## src/opdec_pkg.sv

```systemverilog
// Shared constants and types for the opcode decode tail
package opdec_pkg;
  // Opcode values
  localparam logic [7:0] OP_TEST_DIR  = 8'h3d;
  localparam logic [7:0] OP_TEST_ACC  = 8'h4d;
  localparam logic [7:0] OP_TEST_IDX  = 8'h5d;
  localparam logic [7:0] OP_TEST_IX1  = 8'h6d;
  localparam logic [7:0] OP_TEST_IX   = 8'h7d;
  localparam logic [7:0] OP_WAIT      = 8'h8f;
  localparam logic [7:0] OP_TAX       = 8'h97;
  localparam logic [7:0] OP_IDX_TO_A  = 8'h9f;
  // Cycle counts
  localparam logic [3:0] CYC_TEST_DIR = 4'h4;
  localparam logic [3:0] CYC_TEST_REG = 4'h3;
  localparam logic [3:0] CYC_TEST_IX1 = 4'h5;
  localparam logic [3:0] CYC_TEST_IX  = 4'h4;
  localparam logic [3:0] CYC_INH2     = 4'h2;
  localparam logic [3:0] CYC_DEFAULT  = 4'h3;
  // Condition code bit positions
  localparam int CC_C = 0;
  localparam int CC_Z = 1;
  localparam int CC_N = 2;
  localparam int CC_I = 3;
  localparam int CC_H = 4;
  // Reset values
  localparam logic [7:0] CC_RESET     = 8'he8;
  localparam logic [7:0] ZERO8        = 8'h00;

  typedef enum logic [3:0] {
    GRP_BITMAN  = 4'h0,
    GRP_BRANCH  = 4'h1,
    GRP_RMW     = 4'h2,
    GRP_CONTROL = 4'h3,
    GRP_REGMEM  = 4'h4
  } op_group_t;

  typedef enum logic [2:0] {
    MODE_INH    = 3'h0,
    MODE_IMM    = 3'h1,
    MODE_DIR    = 3'h2,
    MODE_EXT    = 3'h3,
    MODE_IX2    = 3'h4,
    MODE_IX1    = 3'h5,
    MODE_IX     = 3'h6,
    MODE_REL    = 3'h7
  } addr_mode_t;
endpackage : opdec_pkg

```

## src/cpu_opcode_decode_tail.sv

```systemverilog
// Decode and execute sequencer for test, transfer and wait instructions
// Function
// - Test sets N,Z only, five opcodes
// - 9F copies index to accumulator, 2 cycles
// - 8F clears I, halts until interrupt
// - Classify opcode groups by high nibble
// - 16-bit offset: high then low, plus index
// - 8-bit offset unsigned, added to index
// - Extended: fetch address high then low
// - Bit branch: direct byte then offset
`timescale 1ns/1ps
module cpu_opcode_decode_tail
  import opdec_pkg::*;
(
  // Clock and reset
  input  wire logic        sys_clk_i,
  input  wire logic        srst_i,
  // Program memory byte stream
  input  wire logic        mem_valid_i,
  input  wire logic [7:0]  mem_data_i,
  input  wire logic [15:0] mem_base_pc_i,
  output logic             fetch_req_o,
  output logic [15:0]      fetch_addr_o,
  // Datapath state in
  input  wire logic [7:0]  operand_data_i,
  input  wire logic        bit_cond_i,
  input  wire logic        irq_i,
  // Results out
  output logic [7:0]       acc_o,
  output logic [7:0]       index_o,
  output logic [7:0]       condition_code_reg_o,
  output logic [15:0]      pc_o,
  output logic [15:0]      eff_addr_o,
  output logic             eff_valid_o,
  output logic             cpu_clk_en_o,
  output logic             illegal_op_o,
  output logic             instr_done_o
);
  typedef enum logic [2:0] {
    ST_OPCODE = 3'b000,
    ST_OPND1  = 3'b001,
    ST_OPND2  = 3'b010,
    ST_EXEC   = 3'b011,
    ST_WAIT   = 3'b100
  } seq_state_t;

  typedef struct packed {
    seq_state_t  st;
    logic [7:0]  op;
    logic [7:0]  b1;
    logic [7:0]  b2;
    logic [1:0]  need;
    logic [3:0]  cyc;
    logic [7:0]  acc;
    logic [7:0]  idx;
    logic [7:0]  condition_code_reg;
    logic [15:0] pc;
    logic [15:0] ea;
    logic        ea_v;
    logic        fetch;
    logic        clk_en;
    logic        illegal;
    logic        done;
  } dec_state_t;

  dec_state_t s_reg, s_next;
  logic [1:0] nbytes;
  logic       bad;

  opdec_classify u_classify (
    .opcode_i     (mem_data_i),
    .group_o      (),
    .mode_o       (),
    .opnd_bytes_o (nbytes),
    .illegal_o    (bad)
  );

  function automatic logic [3:0] cycles_of(input logic [7:0] op);
    case (op)
      OP_TEST_DIR:            cycles_of = CYC_TEST_DIR;
      OP_TEST_ACC,
      OP_TEST_IDX:            cycles_of = CYC_TEST_REG;
      OP_TEST_IX1:            cycles_of = CYC_TEST_IX1;
      OP_TEST_IX:             cycles_of = CYC_TEST_IX;
      OP_IDX_TO_A, OP_WAIT,
      OP_TAX:                 cycles_of = CYC_INH2;
      default:                cycles_of = CYC_DEFAULT;
    endcase
  endfunction : cycles_of

  function automatic logic [7:0] nz_flags(input logic [7:0] cc, input logic [7:0] v);
    logic [7:0] r;
    r       = cc;
    r[CC_N] = v[7];
    r[CC_Z] = (v == ZERO8);
    nz_flags = r;
  endfunction : nz_flags

  //////////////////////////////////////////////////////////////////////////
  always_comb begin
    s_next         = s_reg;
    s_next.done    = 1'b0;
    s_next.illegal = 1'b0;
    s_next.fetch   = 1'b0;
    case (s_reg.st)
      ST_OPCODE: begin
        s_next.fetch = 1'b1;
        s_next.ea_v  = 1'b0;
        if (mem_valid_i) begin
          s_next.op   = mem_data_i;
          s_next.pc   = mem_base_pc_i + 16'h0001;
          s_next.need = nbytes;
          s_next.cyc  = cycles_of(mem_data_i) - 4'h1;
          if (bad) begin
            s_next.illegal = 1'b1;
            s_next.done    = 1'b1;
            s_next.fetch   = 1'b1;
          end else if (nbytes != 2'd0) begin
            s_next.st = ST_OPND1;
          end else begin
            s_next.st = ST_EXEC;
          end
        end
      end
      ST_OPND1: begin
        s_next.fetch = 1'b1;
        if (mem_valid_i) begin
          s_next.b1  = mem_data_i;
          s_next.pc  = s_reg.pc + 16'h0001;
          s_next.cyc = (s_reg.cyc != 4'h0) ? s_reg.cyc - 4'h1 : 4'h0;
          s_next.st  = (s_reg.need == 2'd2) ? ST_OPND2 : ST_EXEC;
          s_next.fetch = (s_reg.need == 2'd2);
          if (s_reg.op[7:4] == 4'h6 || s_reg.op[7:4] == 4'he) begin
            s_next.ea   = {8'h00, mem_data_i} + {8'h00, s_reg.idx};
            s_next.ea_v = 1'b1;
          end else if (s_reg.op[7:5] != 3'b110 && s_reg.op[7:4] != 4'h0) begin
            s_next.ea   = {8'h00, mem_data_i};
            s_next.ea_v = (s_reg.op[7:4] != 4'h2) && (s_reg.op[7:4] != 4'ha);
          end
        end
      end
      ST_OPND2: begin
        s_next.fetch = 1'b1;
        if (mem_valid_i) begin
          s_next.b2    = mem_data_i;
          s_next.pc    = s_reg.pc + 16'h0001;
          s_next.st    = ST_EXEC;
          s_next.fetch = 1'b0;
          if (s_reg.op[7:4] == 4'hc) begin
            s_next.ea   = {s_reg.b1, mem_data_i};
            s_next.ea_v = 1'b1;
          end else if (s_reg.op[7:4] == 4'hd) begin
            s_next.ea   = {s_reg.b1, mem_data_i} + {8'h00, s_reg.idx};
            s_next.ea_v = 1'b1;
          end else if (s_reg.op[7:4] == 4'h0) begin
            s_next.ea   = {8'h00, s_reg.b1};
            s_next.ea_v = 1'b1;
          end
        end
      end
      ST_EXEC: begin
        if (s_reg.cyc > 4'h1) begin
          s_next.cyc = s_reg.cyc - 4'h1;
        end else begin
          s_next.done = 1'b1;
          s_next.st   = ST_OPCODE;
          s_next.fetch = 1'b1;
          case (s_reg.op)
            OP_TEST_ACC: s_next.condition_code_reg = nz_flags(s_reg.condition_code_reg, s_reg.acc);
            OP_TEST_IDX: s_next.condition_code_reg = nz_flags(s_reg.condition_code_reg, s_reg.idx);
            OP_TEST_DIR, OP_TEST_IX1, OP_TEST_IX:
              s_next.condition_code_reg = nz_flags(s_reg.condition_code_reg, operand_data_i);
            OP_IDX_TO_A: s_next.acc = s_reg.idx;
            OP_TAX:      s_next.idx = s_reg.acc;
            OP_WAIT: begin
              s_next.condition_code_reg[CC_I] = 1'b0;
              s_next.clk_en    = 1'b0;
              s_next.st        = ST_WAIT;
              s_next.done      = 1'b0;
              s_next.fetch     = 1'b0;
            end
            default: begin
              if (s_reg.op[7:4] == 4'h0 && bit_cond_i) begin
                s_next.pc = s_reg.pc + {{8{s_reg.b2[7]}}, s_reg.b2};
              end
            end
          endcase
        end
      end
      ST_WAIT: begin
        // Wake only on interrupt; stacking handled elsewhere
        if (irq_i) begin
          s_next.clk_en = 1'b1;
          s_next.done   = 1'b1;
          s_next.st     = ST_OPCODE;
          s_next.fetch  = 1'b1;
        end
      end
      default: s_next.st = ST_OPCODE;
    endcase
  end

  always_ff @(posedge sys_clk_i) begin
    if (srst_i) begin
      s_reg        <= '0;
      s_reg.st     <= ST_OPCODE;
      s_reg.condition_code_reg    <= CC_RESET;
      s_reg.clk_en <= 1'b1;
    end else begin
      s_reg <= s_next;
    end
  end

  //////////////////////////////////////////////////////////////////////////
  assign fetch_req_o          = s_reg.fetch;
  assign fetch_addr_o         = s_reg.pc;
  assign acc_o                = s_reg.acc;
  assign index_o              = s_reg.idx;
  assign condition_code_reg_o = s_reg.condition_code_reg;
  assign pc_o                 = s_reg.pc;
  assign eff_addr_o           = s_reg.ea;
  assign eff_valid_o          = s_reg.ea_v;
  assign cpu_clk_en_o         = s_reg.clk_en;
  assign illegal_op_o         = s_reg.illegal;
  assign instr_done_o         = s_reg.done;
endmodule : cpu_opcode_decode_tail

```

## src/opdec_classify.sv

```systemverilog
// Combinational opcode classifier by high nibble
`timescale 1ns/1ps
module opdec_classify
  import opdec_pkg::*;
(
  // Opcode in
  input  wire logic [7:0] opcode_i,
  // Classification out
  output op_group_t       group_o,
  output addr_mode_t      mode_o,
  output logic [1:0]      opnd_bytes_o,
  output logic            illegal_o
);
  always_comb begin
    group_o      = GRP_REGMEM;
    mode_o       = MODE_INH;
    opnd_bytes_o = 2'd0;
    illegal_o    = 1'b0;
    case (opcode_i[7:4])
      4'h0, 4'h1: begin
        group_o      = GRP_BITMAN;
        mode_o       = MODE_DIR;
        opnd_bytes_o = (opcode_i[7:4] == 4'h0) ? 2'd2 : 2'd1;
      end
      4'h2: begin
        group_o      = GRP_BRANCH;
        mode_o       = MODE_REL;
        opnd_bytes_o = 2'd1;
      end
      4'h3, 4'h6: begin
        group_o      = GRP_RMW;
        mode_o       = (opcode_i[7:4] == 4'h3) ? MODE_DIR : MODE_IX1;
        opnd_bytes_o = 2'd1;
      end
      4'h4, 4'h5, 4'h7: begin
        group_o = GRP_RMW;
        mode_o  = (opcode_i[7:4] == 4'h7) ? MODE_IX : MODE_INH;
      end
      4'h8, 4'h9: begin
        group_o = GRP_CONTROL;
      end
      4'ha: begin
        mode_o       = MODE_IMM;
        opnd_bytes_o = 2'd1;
      end
      4'hb: begin
        mode_o       = MODE_DIR;
        opnd_bytes_o = 2'd1;
      end
      4'hc: begin
        mode_o       = MODE_EXT;
        opnd_bytes_o = 2'd2;
      end
      4'hd: begin
        mode_o       = MODE_IX2;
        opnd_bytes_o = 2'd2;
      end
      4'he: begin
        mode_o       = MODE_IX1;
        opnd_bytes_o = 1'b1 ? 2'd1 : 2'd0;
      end
      default: begin
        mode_o = MODE_IX;
      end
    endcase
    case (opcode_i)
      8'h31, 8'h41, 8'h51, 8'h61, 8'h71,
      8'h32, 8'h52, 8'h62, 8'h72,
      8'h35, 8'h45, 8'h55, 8'h65, 8'h75,
      8'h3b, 8'h4b, 8'h5b, 8'h6b, 8'h7b,
      8'h3e, 8'h4e, 8'h5e, 8'h6e, 8'h7e,
      8'h84, 8'h85, 8'h86, 8'h87, 8'h88, 8'h89, 8'h8a, 8'h8b,
      8'h8c, 8'h8d, 8'h82,
      8'h90, 8'h91, 8'h92, 8'h93, 8'h94, 8'h95, 8'h96,
      8'ha7, 8'hac, 8'haf: illegal_o = 1'b1;
      default:             illegal_o = 1'b0;
    endcase
  end
endmodule : opdec_classify

```

## config.mk

```make
export PLATFORM = sky130hd
export DESIGN_NAME = cpu_opcode_decode_tail
export DESIGN_NICKNAME = d
export VERILOG_FILES = /design/src/opdec_pkg.sv /design/src/cpu_opcode_decode_tail.sv /design/src/opdec_classify.sv
export SDC_FILE = /design/constraint.sdc
export NUM_CORES = 1
export LEC_CHECK = 0
export BUFFER_PORTS_ARGS = -buffer_cell sky130_fd_sc_hd__buf_2
export CORE_MARGIN = 4
export CORE_UTILIZATION = 50
export CTS_BUF_LIST = sky130_fd_sc_hd__clkbuf_4 sky130_fd_sc_hd__clkbuf_8
export CTS_CLUSTER_SIZE = 14
export DETAILED_ROUTE_END_ITERATION = 16
export GPL_TIMING_DRIVEN = 1
export PLACE_DENSITY = 0.72
export SLEW_MARGIN = 5
export SYNTH_ARGS = -nofsm -noshare
export SYNTH_HDL_FRONTEND = slang
export SYNTH_HIERARCHICAL = 1
export SYNTH_SLANG_ARGS = --single-unit
export TNS_END_PERCENT = 100
```

## constraint.sdc

```tcl
create_clock -name sys_clk_i -period 3.15 [get_ports sys_clk_i]
set_input_delay 0.63 -clock sys_clk_i [delete_from_list [all_inputs] [get_ports sys_clk_i]]
set_output_delay 0.63 -clock sys_clk_i [all_outputs]
set_load 0.02 [all_outputs]
```

# Yosys cells after proc, flatten, opt, wreduce, memory -nomap -nowiden
# Index checks and enable logic that the tools add are counted.
[word_totals]
latchBits = 0
word_cells = 208
romBits = 0
ff_bits = 89
inputBits = 37
mem_bits_rw = 0
memories = 0
[classes]
multipliers = 0
bitwise_logic = 3
n_lt_le_gt_ge = 1
n_shift = 0
n_eq_ne = 92
n_reduce_logical = 41
n_mux = 47
addsub = 7
n_div = 0
[ops]
columns = ["operator", "count"]
rows = [
  ["$eq A8 B8 Y1 const B", 27],
  ["$eq A8 B7 Y1 const B", 25],
  ["$mux W17", 5],
  ["$mux W34", 2],
  ["$mux W16", 4],
  ["$pmux W16 S4", 1],
  ["$eq A8 B6 Y1 const B", 7],
  ["$reduce_or A45 Y1", 1],
  ["$add A16 B1 Y16 const B", 2],
  ["$eq A4 B4 Y1 const B", 8],
  ["$pmux W16 S2", 1],
  ["$logic_not A8 Y1", 3],
  ["$mux W4", 6],
  ["$mux W3", 6],
  ["$ne A2 B2 Y1 const B", 9],
  ["$pmux W3 S3", 2],
  ["$add A16 B16 Y16", 1],
  ["$add A16 B8 Y16", 1],
  ["$pmux W3 S5", 1],
  ["$mux W2", 6],
  ["$pmux W4 S3", 1],
  ["$reduce_and A3 Y1", 4],
  ["$reduce_bool A4 Y1", 3],
  ["$mux W11", 1],
  ["other kinds (35)", 64],
]

# Longest topological paths before layout
[depth]
depth_word = 8
mapped_depth = 10

# Cells and area by module
# Netlist, hierarchy kept.
[by_module_without_submodules]
columns = ["mod", "n_inst", "cells_per_inst", "area_per_inst_um2"]
rows = [
  ["cpu_opcode_decode_tail", 1, 885, 6837.8],
  ["opdec_classify", 1, 52, 285.3],
]

# Worst setup path after synthesis
# Ideal clock, no wire load.
[synth_path]
path_type = "input-to-reg"
start = "input port mem_data_i[1]"
end = "register s_reg (netlist bit eff_addr_o[8])"
setup_ps = 122
arrival_time_ps = 2613
path_stages = 9
setup_slack_ps = 415
required_time_ps = 3028
n_path_buf = 1
path_cell_list = "clkbuf_1 -> inv_1 -> fa_1 -> nor2b_1 -> o221ai_1 -> a221oi_2 -> o21ai_0 -> xnor2_1 -> a221o_1"
[synth_via]
elab_chain_len = 5
word_cells_on_any_way = 8
[synth_lines]
columns = ["element", "line_no", "source"]
rows = [
  ["from (decl)", "cpu_opcode_decode_tail.sv:20", "input wire logic [7:0] mem_data_i,"],
  ["$add A16 B8 Y16", "cpu_opcode_decode_tail.sv:153", "s_next.ea = {s_reg.b1, mem_data_i} + {8'h00, s_reg.idx};"],
  ["$mux W17", "cpu_opcode_decode_tail.sv:152", "end else if (s_reg.op[7:4] == 4'hd) begin"],
  ["$mux W17", "cpu_opcode_decode_tail.sv:149", "if (s_reg.op[7:4] == 4'hc) begin"],
  ["$mux W34", "cpu_opcode_decode_tail.sv:144", "if (mem_valid_i) begin"],
  ["$pmux W16 S2 *", "cpu_opcode_decode_tail.sv:105", "case (s_reg.st)"],
  ["to (signal assigned)", "cpu_opcode_decode_tail.sv:210", "s_reg <= s_next;"],
  ["to (decl)", "cpu_opcode_decode_tail.sv:66", "dec_state_t s_reg, s_next;"],
]
# Every way passes the cells marked *; elsewhere a longest branch is shown, timed or not. The select of a mux whose other input is x is not followed.
# A chain may end at the register's enable or synchronous reset.

# Worst setup path in the final report
[layout_path]
start = "register s_reg[92] in the netlist's numbering"
end = "register s_reg (netlist bit eff_addr_o[1])"
[layout_via]
elab_chain_len = 3
word_cells_on_any_way = 9
[layout_lines]
columns = ["element", "line_no"]
rows = [
  ["$eq A3 B2 Y1 / $eq A3 B1 Y1 (equally long branches)", "cpu_opcode_decode_tail.sv:105"],
  ["$ne A4 B4 Y1 (no source line), or another cell as far along", "n/a"],
  ["$reduce_and A5 Y1 (no source line)", "n/a"],
]
# Several ways; a longest one is shown, not always the timed one.

==> metrics.yaml <==
outcome: "finished clean"
fmax_mhz: 372.0
vias_per_cell: 5.996
setup_tns_ps: 0
r2r_slack_ps: 460
multi_input_area_sq_mm: 0.004390
cts.sinks: 89
rsz0062_at_grt: "no"
path_class: "reg2reg"
grt_max_degree: 24
die_h_um: 126.8
fin_util: 0.5335
gp_congestion: 0.9312
cts_tree: "built"
final_nets: 1014
wl_met1_um: 8931
hold_viol: 0
maxCapViolCount: 0
critPathLaunch: "s_reg[92]"
ys.warnings.count: 6
grt_overflow: 0
post_cts_buffers: 0
cts_made_buffers: 9
cts_hold_buf: 0
min_from: "condition_code_reg_o[3]"
design_area_sq_mm: 0.007377
ir_drop_mv: 0.2267
dr.first_iter.drc_count: 593
rr_endpoint: "eff_addr_o[1]"
worstSetupEndpointType: "register"
drive_gt1_frac: 0.1788
die_w_um: 126.8
slew_headroom: 0.4700
dieArea_sq_mm: 0.01607
drtAntennaViolNets: 0
clock_skew_ps: 9.513
slowest_stage: "or4_1"
port_buffers: 108
period_share: 0.8535
cts_root_buffer: "clkbuf_8"
drc: 0
hold_depth: 2
largest_register_ffs: 33
clock_path_buffers: 2
setup_viol: 0
antenna_found_initial: 1
r2r_start: "s_reg[92]"
dpl_cell_area_sq_mm: 0.007201
path_max_fanout: 19
cp-start-kind: "register"
clkTransAtPathRegs_ps: 90
holdWs_ps: 447.5
dp_hpwl_um: 14460
min_path_type: "reg2reg"
leakagePower_nw: 3.066
path_cells: "clkinv_1 > or4_1 > a311oi_1 > o21ai_0 > a31oi_1"
pre_cts_slack_ps: 239.6
slowest_delay_ps: 930
core_sq_mm: 0.01383
slew_viol_final: 0
period_needed_ps: 2689
grt_use_total: 0.2392
route.met2.wl_um: 8638
start_util: 0.5100
routed_wl_um: 19440
arrival_ps: 3000
area_growth_pct: 4.613
setup_slack_ps: 461.5
reg2reg_depth: 5
vias: 6781
highest_layer: "met5"
antenna_cells: 0
max_slew.worst_pin.slew_ps: 795.1
synth.cell_area_sq_mm: 0.007052
wl_met3_um: 1426
power_per_cell_area_mw_per_mm2: 351.3
ctsResizeCount: 0
layout.area.seq_sq_mm: 0.001782
cts_max_level: 3
min_to: "condition_code_reg_o[3]"
routedWlPerCell_um: 17.18
n_fill_cell: 1358
synth_cells: 923
ios: 114
first_pass_iters: 7
clkLatencyLatePin_ps: 380
grt_pass1_wl_um: 31880
rows: 43
avgSynthCellArea_sq_um: 7.640
grt_pass1_vias: 6311
worstPathRequired_ps: 3460
worst max-delay path: cells and delay by family (launching register included):
| family | cells | cell delay [ps] |
|---|---|---|
| and+or+nand+nor | 1 | 930 |
| DFF | 1 | 600 |
| AOI/OAI and AO/OA | 3 | 760 |
| buffers and inverters | 1 | 340 |
worst max-delay path by stage:
stage | endpoint | slack, ps | depth (start not counted)
final | eff_addr_o[1] | 460 | 5
after global routing | eff_addr_o[8] | 310 | 9
after CTS | eff_addr_o[8] | 520 | 9
after detailed placement | eff_addr_o[8] | 240 | 10
after global placement | eff_addr_o[8] | 270 | 10
after floorplan | eff_addr_o[8] | 420 | 9
cell type report:
class                      count  area share
clock inverter                 5    0.004240
inverter                      30     0.01526
sequential                    89      0.2415
clock buffer                  11     0.01967
tap                          180     0.03053
timing repair buffer         128     0.09362
multi-input combinational    688      0.5951
metrics by stage:
step                      total power [mW]  std cells
after floorplan                      1.727        926
after global placement               1.856       1115
after detailed placement             1.865       1115
after CTS                            2.602       1131
after global routing                 2.721       1131
final                                2.592       1131
placed cells by master (no fill, tap or decap), types with 14 or more instances in the layout:
cell type and count:
nand3_1 30, ha_1 29, xnor2_1 29, buf_2 108, nor4_1 14, inv_1 28, buf_4 20, xor2_1 20
nand2_1 95, nand4_1 16, nor3_1 23, nor2_1 75, mux2i_1 21, a21oi_1 80, dfxtp_1 89, o21ai_0 59
power breakdown:
| group | total (mW) | switching [mW] | leakage (nW) | internal (mW) |
|---|---|---|---|---|
| Sequential | 1.24 | 0.0723 | 0.724 | 1.17 |
| Combinational | 0.606 | 0.391 | 2.25 | 0.216 |
| Clock | 0.742 | 0.428 | 0.0925 | 0.315 |
routing by layer:
| metal | vias to the layer above | track usage |
|---|---|---|
| met5 | - | 0 |
| met4 | 2 | 0.09274 |
| met3 | 38 | 0.04926 |
| met2 | 304 | 0.3742 |
| met1 | 3120 | 0.3236 |
| li1 | 3317 | - |
No activity file was read; power rests on OpenSTA's default activity.
